[config.mk]
export PLATFORM = sky130hd
export DESIGN_NAME = fps_top
export DESIGN_NICKNAME = d
export VERILOG_FILES = /design/src/hw/fps_top.v
export VERILOG_INCLUDE_DIRS = /design/src /design/src/hw
export SDC_FILE = /design/constraint.sdc
export NUM_CORES = 1
export LEC_CHECK = 0
export ABC_AREA = 1
export BUFFER_PORTS_ARGS = -buffer_cell sky130_fd_sc_hd__buf_2
export CAP_MARGIN = 30
export CORE_MARGIN = 10
export CORE_UTILIZATION = 49
export DETAILED_ROUTE_END_ITERATION = 16
export GPL_ROUTABILITY_DRIVEN = 0
export GPL_TIMING_DRIVEN = 1
export PLACE_DENSITY_LB_ADDON = 0.12
export SETUP_SLACK_MARGIN = 0.3
export SLEW_MARGIN = 20
export SYNTH_ARGS = -nofsm -noshare
export SYNTH_HDL_FRONTEND = slang
export SYNTH_SLANG_ARGS = --single-unit
export TNS_END_PERCENT = 10
[constraint.sdc]
create_clock -name ref_clk_i -period 2.4 [get_ports ref_clk_i]
set_input_delay 0.36 -clock ref_clk_i [delete_from_list [all_inputs] [get_ports ref_clk_i]]
set_output_delay 0.36 -clock ref_clk_i [all_outputs]
set_load 0.02 [all_outputs]
[src/hw/fps_map.vh]
// Register map, field positions and reset values of the flash protection
// and command status block. Included by the block's only design file.
//
// ****************************************************************
// How it works
// [RULE_01] Polarity one: enabled ranges protected, else none
// [RULE_02] Polarity zero, both disabled: whole array protected
// [RULE_03] Polarity zero: enabled ranges open, rest protected
// [RULE_04] High size picks 2K..16K window ending 0xFFFF
// [RULE_05] Low size picks 1K..8K window from 0x4000
// [RULE_06] Setting loaded from array; normal mode may change
// [RULE_07] Disallowed transition write ignored, register kept
// [RULE_08] Allowed scenario transitions per fixed table
// [RULE_09] Scenario index is polarity, high, low disable
// [RULE_10] Reading protection gives the scenario in force
// [RULE_11] Size field written only while its disable set
// [RULE_12] Normal mode status access; fail, done read zero
// [RULE_13] Special mode: fail writable, done readable
// [RULE_14] Buffer-empty flag bit 7, write one clears
// [RULE_15] Write zero mid-sequence aborts, sets access error
// [RULE_16] Buffer-empty with enable raises interrupt
// [RULE_17] Complete bit 6 clears with buffer-empty, sets at end
// [RULE_18] Complete flag not writable; with enable interrupts
// ****************************************************************
`ifndef FPS_MAP_VH
`define FPS_MAP_VH

// Word indices; byte address is four times the index
`define FPS_IDX_CONFIG      4'h3
`define FPS_IDX_PROTECT     4'h4
`define FPS_IDX_STATUS      4'h5
`define FPS_IDX_EVT_STATUS  4'h8
`define FPS_IDX_EVT_CLEAR   4'h9
`define FPS_IDX_EVT_ENABLE  4'hA

// Protection fields
`define FPS_PR_POL          7
`define FPS_PR_SPARE        6
`define FPS_PR_HDIS         5
`define FPS_PR_HS_HI        4
`define FPS_PR_HS_LO        3
`define FPS_PR_LDIS         2
`define FPS_PR_LS_HI        1
`define FPS_PR_LS_LO        0
`define FPS_PROT_RESET      8'hFF

// Status fields
`define FPS_ST_BUF_EMPTY    7
`define FPS_ST_COMPLETE     6
`define FPS_ST_VIOL         5
`define FPS_ST_ACC_ERR      4
`define FPS_ST_BLANK        2
`define FPS_ST_FAIL         1
`define FPS_ST_DONE         0

// Config fields
`define FPS_CF_BUF_IRQ_EN   7
`define FPS_CF_CMP_IRQ_EN   6

// Event interrupt fields
`define FPS_EV_VIOL         0
`define FPS_EV_ACC_ERR      1
`define FPS_EV_COMPLETE     2

// Allowed target scenarios, one mask per source scenario
`define FPS_ALLOW_0         8'h0F
`define FPS_ALLOW_1         8'h0A
`define FPS_ALLOW_2         8'h0C
`define FPS_ALLOW_3         8'h08
`define FPS_ALLOW_4         8'h18
`define FPS_ALLOW_5         8'h3C
`define FPS_ALLOW_6         8'h5A
`define FPS_ALLOW_7         8'hFF

// Window bounds
`define FPS_HI_BASE_2K      16'hF800
`define FPS_HI_BASE_4K      16'hF000
`define FPS_HI_BASE_8K      16'hE000
`define FPS_HI_BASE_16K     16'hC000
`define FPS_LO_BASE         16'h4000
`define FPS_LO_END_1K       16'h43FF
`define FPS_LO_END_2K       16'h47FF
`define FPS_LO_END_4K       16'h4FFF
`define FPS_LO_END_8K       16'h5FFF

`endif

[src/hw/fps_top.v]
// Flash protection window, protection register and command status flags.
// Assumes the command machine runs on ref_clk_i and gives one-cycle pulses;
// the special mode strap comes from a pin and is synchronised here.
`timescale 1ns/1ps
`include "fps_map.vh"

module fps_top (
    input  wire        ref_clk_i,
    input  wire        rst_i,
    // Avalon-MM slave
    input  wire [5:0]  avs_address_i,
    input  wire        avs_read_i,
    input  wire        avs_write_i,
    input  wire [31:0] avs_writedata_i,
    output reg  [31:0] avs_readdata_o,
    output wire        avs_waitrequest_o,
    // Mode strap and nonvolatile load
    input  wire        special_mode_i,
    input  wire        nv_load_i,
    input  wire [7:0]  nv_prot_i,
    // Command machine side
    input  wire        flash_word_write_i,
    input  wire        buffer_free_i,
    input  wire        all_done_i,
    input  wire        violation_set_i,
    input  wire        access_error_set_i,
    input  wire        blank_set_i,
    input  wire        fail_set_i,
    input  wire        op_active_i,
    output reg         cmd_launch_o,
    output reg         seq_abort_o,
    // Protection check
    input  wire [15:0] flash_addr_i,
    output wire        addr_protected_o,
    output wire [7:0]  protection_config_o,
    output wire        irq_o
);

// ****************************************************************
// Declarations
// ****************************************************************
reg         ack;
reg         mode_meta;
reg         mode_sync;
reg         nv_done;
reg  [7:0]  protection_config;
reg         buffer_empty_flag;
reg         command_complete_flag;
reg         violation_flag;
reg         access_error_flag;
reg         blank_flag;
reg         fail_flag;
reg         seq_active;
reg         buffer_empty_irq_enable;
reg         complete_irq_enable;
reg  [2:0]  evt_status;
reg  [2:0]  evt_enable;

wire        req;
wire        wr_go;
wire [3:0]  idx;
wire [7:0]  wbyte;
wire [2:0]  scen_from;
wire [2:0]  scen_to;
reg  [7:0]  allow_mask;
wire        allowed;
reg  [15:0] hi_base;
reg  [15:0] lo_end;
wire        in_high;
wire        in_low;
wire        en_high;
wire        en_low;
wire        st_write;
wire        clr_buf_empty;
wire        abort_seq;
wire        launch;
wire [7:0]  status_view;
reg  [31:0] next_readdata;
reg  [7:0]  next_prot;

// ****************************************************************
// Bus slave
// ****************************************************************
// One wait cycle: the request is taken on the second edge it is held
assign req               = avs_read_i | avs_write_i;
assign avs_waitrequest_o = req & ~ack;
assign wr_go             = avs_write_i & ack;
assign idx               = avs_address_i[5:2];
assign wbyte             = avs_writedata_i[7:0];

always @(posedge ref_clk_i) begin
    if (rst_i) begin
        ack <= 1'b0;
    end else begin
        ack <= req & ~ack;
    end
end

// Read data captured in the wait cycle so it stands at the taking edge
always @* begin
    next_readdata = 32'h0000_0000;
    case (idx)
        `FPS_IDX_CONFIG: begin
            next_readdata[`FPS_CF_BUF_IRQ_EN] = buffer_empty_irq_enable;
            next_readdata[`FPS_CF_CMP_IRQ_EN] = complete_irq_enable;
        end
        `FPS_IDX_PROTECT: begin
            next_readdata[7:0] = protection_config; // [RULE_10]
        end
        `FPS_IDX_STATUS: begin
            next_readdata[7:0] = status_view;
        end
        `FPS_IDX_EVT_STATUS: begin
            next_readdata[2:0] = evt_status;
        end
        `FPS_IDX_EVT_ENABLE: begin
            next_readdata[2:0] = evt_enable;
        end
        default: begin
            next_readdata = 32'h0000_0000;
        end
    endcase
end

always @(posedge ref_clk_i) begin
    if (rst_i) begin
        avs_readdata_o <= 32'h0000_0000;
    end else if (avs_read_i & ~ack) begin
        avs_readdata_o <= next_readdata;
    end
end

// ****************************************************************
// Mode strap synchroniser
// ****************************************************************
always @(posedge ref_clk_i) begin
    if (rst_i) begin
        mode_meta <= 1'b0;
        mode_sync <= 1'b0;
    end else begin
        mode_meta <= special_mode_i;
        mode_sync <= mode_meta;
    end
end

// ****************************************************************
// Protection register
// ****************************************************************
assign scen_from = {protection_config[`FPS_PR_POL],
                    protection_config[`FPS_PR_HDIS],
                    protection_config[`FPS_PR_LDIS]}; // [RULE_09]
assign scen_to   = {wbyte[`FPS_PR_POL], wbyte[`FPS_PR_HDIS], wbyte[`FPS_PR_LDIS]}; // [RULE_09]

always @* begin
    case (scen_from) // [RULE_08]
        3'h0:    allow_mask = `FPS_ALLOW_0;
        3'h1:    allow_mask = `FPS_ALLOW_1;
        3'h2:    allow_mask = `FPS_ALLOW_2;
        3'h3:    allow_mask = `FPS_ALLOW_3;
        3'h4:    allow_mask = `FPS_ALLOW_4;
        3'h5:    allow_mask = `FPS_ALLOW_5;
        3'h6:    allow_mask = `FPS_ALLOW_6;
        default: allow_mask = `FPS_ALLOW_7;
    endcase
end

assign allowed = allow_mask[scen_to]; // [RULE_08]

// Size fields keep old value unless their range was disabled before the write
always @* begin
    next_prot = protection_config;
    next_prot[`FPS_PR_POL]  = wbyte[`FPS_PR_POL];
    next_prot[`FPS_PR_HDIS] = wbyte[`FPS_PR_HDIS];
    next_prot[`FPS_PR_LDIS] = wbyte[`FPS_PR_LDIS];
    if (protection_config[`FPS_PR_HDIS]) begin
        next_prot[`FPS_PR_HS_HI:`FPS_PR_HS_LO] = wbyte[`FPS_PR_HS_HI:`FPS_PR_HS_LO]; // [RULE_11]
    end
    if (protection_config[`FPS_PR_LDIS]) begin
        next_prot[`FPS_PR_LS_HI:`FPS_PR_LS_LO] = wbyte[`FPS_PR_LS_HI:`FPS_PR_LS_LO]; // [RULE_11]
    end
end

// Reset value leaves the array open until the array copy arrives
always @(posedge ref_clk_i) begin
    if (rst_i) begin
        protection_config <= `FPS_PROT_RESET;
        nv_done           <= 1'b0;
    end else if (nv_load_i & ~nv_done) begin
        protection_config <= nv_prot_i; // [RULE_06]
        nv_done           <= 1'b1;
    end else if (wr_go && idx == `FPS_IDX_PROTECT && !mode_sync && allowed) begin
        protection_config <= next_prot; // [RULE_06] [RULE_07]
    end
end

assign protection_config_o = protection_config;

// ****************************************************************
// Address windows
// ****************************************************************
always @* begin
    case (protection_config[`FPS_PR_HS_HI:`FPS_PR_HS_LO]) // [RULE_04]
        2'h0:    hi_base = `FPS_HI_BASE_2K;
        2'h1:    hi_base = `FPS_HI_BASE_4K;
        2'h2:    hi_base = `FPS_HI_BASE_8K;
        default: hi_base = `FPS_HI_BASE_16K;
    endcase
    case (protection_config[`FPS_PR_LS_HI:`FPS_PR_LS_LO]) // [RULE_05]
        2'h0:    lo_end = `FPS_LO_END_1K;
        2'h1:    lo_end = `FPS_LO_END_2K;
        2'h2:    lo_end = `FPS_LO_END_4K;
        default: lo_end = `FPS_LO_END_8K;
    endcase
end

assign in_high = flash_addr_i >= hi_base;                                  // [RULE_04]
assign in_low  = (flash_addr_i >= `FPS_LO_BASE) && (flash_addr_i <= lo_end); // [RULE_05]
assign en_high = ~protection_config[`FPS_PR_HDIS] & in_high;
assign en_low  = ~protection_config[`FPS_PR_LDIS] & in_low;

// Polarity zero with both ranges disabled falls out as all protected
assign addr_protected_o = protection_config[`FPS_PR_POL] ? (en_high | en_low) // [RULE_01]
                                                         : ~(en_high | en_low); // [RULE_02] [RULE_03]

// ****************************************************************
// Command status flags
// ****************************************************************
assign st_write  = wr_go && idx == `FPS_IDX_STATUS;
assign clr_buf_empty = st_write & wbyte[`FPS_ST_BUF_EMPTY] & buffer_empty_flag; // [RULE_14]
assign abort_seq     = st_write & ~wbyte[`FPS_ST_BUF_EMPTY] & seq_active;       // [RULE_15]
// A launch with an error flag still set is refused and flagged as access error;
// the buffer then stays empty, so the complete flag keeps following it
assign launch        = clr_buf_empty & ~violation_flag & ~access_error_flag & ~fail_flag;

assign status_view = {buffer_empty_flag, command_complete_flag, violation_flag,
                      access_error_flag, 1'b0, blank_flag,
                      fail_flag & mode_sync,                   // [RULE_12] [RULE_13]
                      ~op_active_i & mode_sync};               // [RULE_12] [RULE_13]

always @(posedge ref_clk_i) begin
    if (rst_i) begin
        buffer_empty_flag     <= 1'b1;
        command_complete_flag <= 1'b1;
        violation_flag        <= 1'b0;
        access_error_flag     <= 1'b0;
        blank_flag            <= 1'b0;
        fail_flag             <= 1'b0;
        seq_active            <= 1'b0;
        cmd_launch_o          <= 1'b0;
        seq_abort_o           <= 1'b0;
    end else begin
        cmd_launch_o <= launch;
        seq_abort_o  <= abort_seq;
        // Set wins over a clear in the same cycle, except seq_active where the clear wins
        if (buffer_free_i) begin
            buffer_empty_flag <= 1'b1;
        end else if (launch) begin
            buffer_empty_flag <= 1'b0; // [RULE_14]
        end
        if (all_done_i) begin
            command_complete_flag <= 1'b1; // [RULE_17]
        end else if (launch) begin
            command_complete_flag <= 1'b0; // [RULE_17] [RULE_18]
        end
        if (violation_set_i) begin
            violation_flag <= 1'b1;
        end else if (st_write & wbyte[`FPS_ST_VIOL]) begin
            violation_flag <= 1'b0; // [RULE_12]
        end
        if (access_error_set_i | abort_seq | (clr_buf_empty & ~launch)) begin
            access_error_flag <= 1'b1; // [RULE_15]
        end else if (st_write & wbyte[`FPS_ST_ACC_ERR]) begin
            access_error_flag <= 1'b0; // [RULE_12]
        end
        if (blank_set_i) begin
            blank_flag <= 1'b1;
        end else if (launch) begin
            blank_flag <= 1'b0;
        end
        if (fail_set_i & mode_sync) begin
            fail_flag <= 1'b1;
        end else if (st_write & wbyte[`FPS_ST_FAIL] & mode_sync) begin
            fail_flag <= 1'b0; // [RULE_13]
        end
        if (abort_seq | clr_buf_empty) begin
            seq_active <= 1'b0;
        end else if (flash_word_write_i & buffer_empty_flag) begin
            seq_active <= 1'b1; // [RULE_15]
        end
    end
end

// ****************************************************************
// Configuration and interrupts
// ****************************************************************
always @(posedge ref_clk_i) begin
    if (rst_i) begin
        buffer_empty_irq_enable <= 1'b0;
        complete_irq_enable     <= 1'b0;
        evt_enable              <= 3'h0;
        evt_status              <= 3'h0;
    end else begin
        if (wr_go && idx == `FPS_IDX_CONFIG) begin
            buffer_empty_irq_enable <= wbyte[`FPS_CF_BUF_IRQ_EN];
            complete_irq_enable     <= wbyte[`FPS_CF_CMP_IRQ_EN];
        end
        if (wr_go && idx == `FPS_IDX_EVT_ENABLE) begin
            evt_enable <= wbyte[2:0];
        end
        // Sticky events; a new event beats a clear in the same cycle
        evt_status <= (evt_status & ~((wr_go && idx == `FPS_IDX_EVT_CLEAR) ? wbyte[2:0] : 3'h0))
                    | {all_done_i, access_error_set_i | abort_seq, violation_set_i};
    end
end

assign irq_o = (buffer_empty_flag & buffer_empty_irq_enable)      // [RULE_16]
             | (command_complete_flag & complete_irq_enable)      // [RULE_18]
             | (|(evt_status & evt_enable));

endmodule // fps_top

* Yosys cells after proc, flatten, opt, wreduce, memory -nomap -nowiden
Cells that the tools add are included. W data, S select, Z words.
Operators by class: bitwise logic cells 46, reductions and logical operators 25, muxes and demuxes 22, $lt $le $gt $ge 4, eq/ne operators 16
Operators by type and width (number):
- $pmux W8 S7 | 1
- $pmux W14 S3 | 1
- $pmux W13 S3 | 1
- $and A1 B1 Y1 | 24
- $ge A16 B15 Y1 const B | 1
- $ge A16 B16 Y1 | 1
- $le A16 B16 Y1 | 1
- $mux W8 | 2
- $reduce_bool A2 Y1 | 7
- $eq A4 B4 Y1 const B | 3
- $pmux W3 S4 | 1
- $not A1 Y1 | 11
- $mux W1 | 10
- $eq A3 B3 Y1 const B | 3
- $eq A4 B3 Y1 const B | 2
- $logic_and A1 B1 Y1 | 8
- $or A1 B1 Y1 | 7
- $and A3 B3 Y3 | 2
- $eq A3 B2 Y1 const B | 2
- $pmux W2 S3 | 1
- $pmux W3 S2 | 1
- $reduce_or A2 Y1 | 3
- $eq A2 B1 Y1 const B | 2
- $eq A2 B2 Y1 const B | 2
- other kinds (13) | 16
Word-level totals: output and inout port bits 45, bits of input ports 76, word-level logic and storage cells 135, bits in registers 37

* Longest topological paths before layout
word-level depth 11, depth in mapped cells 13, mapped depth without buffers 13

* Worst setup path after synthesis
No wires, ideal clock.
path kind register to output, start point reg protection_config[1], in the netlist protection_config_o[1], end point out addr_protected_o, path slack 0.521 ns, buffers on the path 0, cell stages (with the launch flop) 10, arrival time 1.519 ns, required time 2.040 ns, cells stage by stage dfxtp_1 inv_1 ha_1 a21oi_1 nor2_1 o21ai_0 nand3_1 nand2_1 nand2_1 nand2_1
On the way: cells in the longest elaborated chain, start to end 8, elaborated cells on any way between the ends 10, those cells by class order compare (1); eq/ne (2); mux (2); bitwise (3); reduce/logical (2)
RTL lines:
- start, declared | RTL line fps_top.v:46 | reg [7:0] protection_config;
- start signal, assigned | RTL line fps_top.v:186 | protection_config <= `FPS_PROT_RESET;
- start signal, assigned | RTL line fps_top.v:189 | protection_config <= nv_prot_i;
- start signal, assigned | RTL line fps_top.v:192 | protection_config <= next_prot;
- $eq A2 B2 Y1, or another cell as far along | RTL line fps_top.v:208 | case (protection_config[`FPS_PR_LS_HI:`FPS_PR_LS_LO])
- $pmux W13 S3 * | RTL line fps_top.v:208
- $le A16 B16 Y1 * | RTL line fps_top.v:217 | assign in_low = (flash_addr_i >= `FPS_LO_BASE) && (flash_addr_i <= lo_end);
- $logic_and A1 B1 Y1 * | RTL line fps_top.v:217
- $and A1 B1 Y1 * | RTL line fps_top.v:219 | assign en_low = ~protection_config[`FPS_PR_LDIS] & in_low;
- $or A1 B1 Y1 * | RTL line fps_top.v:222, fps_top.v:223
- $not A1 Y1 | RTL line fps_top.v:223 | : ~(en_high | en_low);
- $mux W1 * | RTL line fps_top.v:222 | assign addr_protected_o = protection_config[`FPS_PR_POL] ? (en_high | en_low)
- end, declared | RTL line fps_top.v:34 | output wire addr_protected_o,
Every way passes the cells marked *; elsewhere a longest branch is shown, timed or not.

* Worst setup path after layout
start point reg protection_config[3], in the netlist protection_config_o[3], end point out addr_protected_o
On the way: cells in the longest elaborated chain, start to end 7, elaborated cells on any way between the ends 9, those cells by class order compare (1); eq/ne (2); mux (2); bitwise (3); reduce/logical (1)
RTL lines:
- $eq A2 B2 Y1, or another cell as far along | RTL line fps_top.v:202 | case (protection_config[`FPS_PR_HS_HI:`FPS_PR_HS_LO])
- $pmux W14 S3 * | RTL line fps_top.v:202
- $ge A16 B16 Y1 * | RTL line fps_top.v:216 | assign in_high = flash_addr_i >= hi_base;
- $and A1 B1 Y1 * | RTL line fps_top.v:218 | assign en_high = ~protection_config[`FPS_PR_HDIS] & in_high;
- $or A1 B1 Y1 * | RTL line fps_top.v:222, fps_top.v:223
- $not A1 Y1 | RTL line fps_top.v:223
- $mux W1 * | RTL line fps_top.v:222
Marked as above.

==> metrics.txt <==
Site Rows=24; Root Buffer=clkbuf_8; worst min-delay path category=input port to flip-flop; IO buf count=70; CP max FO=5; CP arrival=1.81 ns; share of layout cells above drive strength 1=25.2%; relative slew slack=67.2%; leak pwr=1.39 nW; Worst EP required=2.04 ns; main flop type after synthesis=dfxtp_1; CTS Buffer Depth=2; final hold violation count=0; full die area=0.00771 mm2; Least-Margin Pin Slew=0.488 ns; switching share of total power=30.8%; H-tree depth=2; run status=finished clean; hold path startpoint=buffer_free_i; fill count=434; die span in x=87.8 um; xor/xnor share of the synthesized area=0%; #FFs+latches synth=37; maximum number of pins on one net before global-route repair=26; Clock Skew=0.00416 ns; Max IR drop VDD=0.420 mV; register area share after synthesis=32.9%; final core occ=62.2%; clk_lat worst skew=0.29 ns; total CTS buffers=5; Die H=87.8 um; drt wl/cell=13.8 um; cell area power density=561 mW/mm2; Reg-to-Reg Start=protection_config_o[7]$_SDFFE_PP1P_; Critical Path Source Type=flip-flop; Syn Std Cell Area=0.00225 mm2; hold_buf cts=0; number of global-route vias before repair=2224; gr usage total=16.2%; Async SR Flop Fraction=0%; Seq pwr share=43.9%; Synth Area in Compound Gates=10.9%; register area=756 um2; fin crit period=2.17 ns; drt drc=0; global route overflow=0; drt pass-1 iters=4; Core Box Area=0.00441 mm2; Place WS=0.418 ns; DRT iter0 DRCs=138; setup TNS=0 ns; Via density=4.98; CP Class=flip-flop to primary output; Area Growth Syn to Fin=21.8%; clock sinks=37; mux contribution to synthesized area=0%; Final Net Count=495; first-pass GRT wire length=10.2 mm; FMAX=460 MHz; switching power=0.000474 W; combinational power share=21.6%; Gate Count Post-Synth=340; origin of the worst setup path=protection_config_o[3]$_SDFFE_PP1P_; RSZ-0062 raised after global routing=true; CTS tree=done; worst setup margin=0.227 ns; clk slew on worst S/H paths=0.07 ns; crit end category=primary output; yosys warns=0; initial antenna violation count=0; post-synthesis simple-gate area fraction=36.6%; Mean Syn Cell Area=6.63 um2; max-cap violations=0; Adder-Cell Fraction of Synth Area=3.89%; Setup Viol. Count Final=0; design internal power=0.00106 W; post-route ant nets=0; number of flops mapped to enable cells by yosys=0; combinational family with the most area after synthesis=simple AND/OR/NAND/NOR gates; total wire length=6.40 mm; final number of max-transition violations=0; area of the multi-input gates=0.00129 mm2; Tcrit/Tclk final=90.6%; clock power share=34.5%; DR vias=2313; ANT cells=0; initial core utilization=51.0%; DP HPWL=5.07 mm; post-synth cell types=29; num ports=121
power groups by stage:
stage	combinational, W	clock [W]	sequential, W
2_1_floorplan	0.000213	0	0.000703
3_3_place_gp	0.000304	0	0.000688
3_5_place_dp	0.000309	0	0.000688
4_1_cts	0.000318	0.000531	0.000675
5_1_grt	0.000372	0.000565	0.000679
6_report	0.000332	0.000532	0.000675
area by class of cell:
class	count	area share (%)
Clock inverter	2	1.28
Sequential cell	37	27.5
Inverter	37	5.06
Timing Repair Buffer	74	14.1
Multi-Input combinational cell	257	47.2
Tap cell	52	2.37
Clock buffer	5	2.51
worst max-delay path, cell delays in order (launching register included):
cell and delay (ns):
dfxtp_4 0.37, nand2_1 0.05, inv_1 0.08, ha_4 0.20, nand2_1 0.05, inv_1 0.04, o21bai_1 0.15, o31ai_2 0.08
inv_1 0.05, nand2_1 0.06, nand2_1 0.08, nand2_1 0.06, nand2_1 0.05, nand2_1 0.06, buf_6 0.13
placed cells by master (no fill, tap or decap), drive strengths merged:
master / synthesis / layout
nand2: 91 / 91
o21ai: 21 / 21
nand3: 35 / 35
clkbuf: 8 / 5
clkinv: 0 / 1
buf: 24 / 74
nand4: 11 / 11
ha: 7 / 7
nand3b: 1 / 1
a31o: 1 / 1
inv: 37 / 37
o21bai: 1 / 1
dfxtp: 37 / 37
bufinv: 0 / 1
a21oi: 20 / 20
nor2: 33 / 33
nor3: 5 / 5
o31ai: 1 / 1
a221o: 1 / 1
nor4: 4 / 4
o211ai: 1 / 1
conb: 1 / 24
registers in the layout, summed over array words and instances (netlist names):
signal	cells
cmd_launch_o	1
buffer_empty_irq_enable	1
access_error_flag	1
seq_active	1
avs_readdata_o	8
evt_status	3
mode_sync	1
blank_flag	1
nv_done	1
protection_config_o	8
seq_abort_o	1
ack	1
fail_flag	1
command_complete_flag	1
violation_flag	1
evt_enable	3
complete_irq_enable	1
mode_meta	1
buffer_empty_flag	1
synth_stat cells (4+ instances only):
cell type | count | area (um2)
nor2_1 | 30 | 113
buf_4 | 24 | 180
nand2_1 | 87 | 327
nand2_2 | 4 | 25.0
clkbuf_1 | 8 | 30.0
ha_1 | 7 | 87.6
inv_2 | 4 | 15.0
dfxtp_1 | 37 | 741
inv_1 | 33 | 124
o21ai_0 | 18 | 90.1
nand4_1 | 11 | 68.8
nand3_1 | 35 | 175
a21oi_1 | 20 | 100
timing repair:
action	CTS	global route
gates resized for setup	10	7
buffers inserted	1	1
setup endpoints to repair	1	1
pin swaps	1	9
hold endpoints to repair	0	0
routing by layer:
layer  vias to the layer above  global-route usage [%]  part of all wire (%)
met2                        83                    26.1                    45
met1                      1022                    19.2                    42
met3                         6                    6.87                    12
li1                       1202                       -                     -
met5                         -                       0                     0
met4                         0                    4.64                  0.95
kinds of logic (layout without fill, tap and decap cells):
| group | after synthesis | in the layout |
|---|---|---|
| and+or+nand+nor | 180 | 180 |
| adders and majority gates | 7 | 7 |
| buffers and inverters | 69 | 118 |
| DFF | 37 | 37 |
| AOI/OAI and AO/OA | 46 | 46 |
| other | 1 | 24 |
worst paths after layout:
kind	cells past startpoint	to	slack (ns)
worst max-delay path	14	addr_protected_o	0.23
worst min-delay path	3	buffer_empty_flag$_SDFFE_PP1P_	0.25
worst max register to register	8	protection_config_o[1]$_SDFFE_PP1P_	0.82
worst min register to register	2	mode_sync$_SDFF_PP0_	0.42
through the flow:
| step | power, W | cells | hold slack, ns | instance area (um2) |
|---|---|---|---|---|
| 2_1_floorplan | 0.000916 | 363 | 0.388 | 2340 |
| 3_3_place_gp | 0.000992 | 455 | 0.390 | 2560 |
| 3_5_place_dp | 0.000997 | 455 | 0.407 | 2560 |
| 4_1_cts | 0.00152 | 463 | 0.244 | 2690 |
| 5_1_grt | 0.00162 | 464 | 0.267 | 2740 |
| 6_report | 0.00154 | 464 | 0.250 | 2740 |
Note: power is estimated with default switching activity, not from simulation.
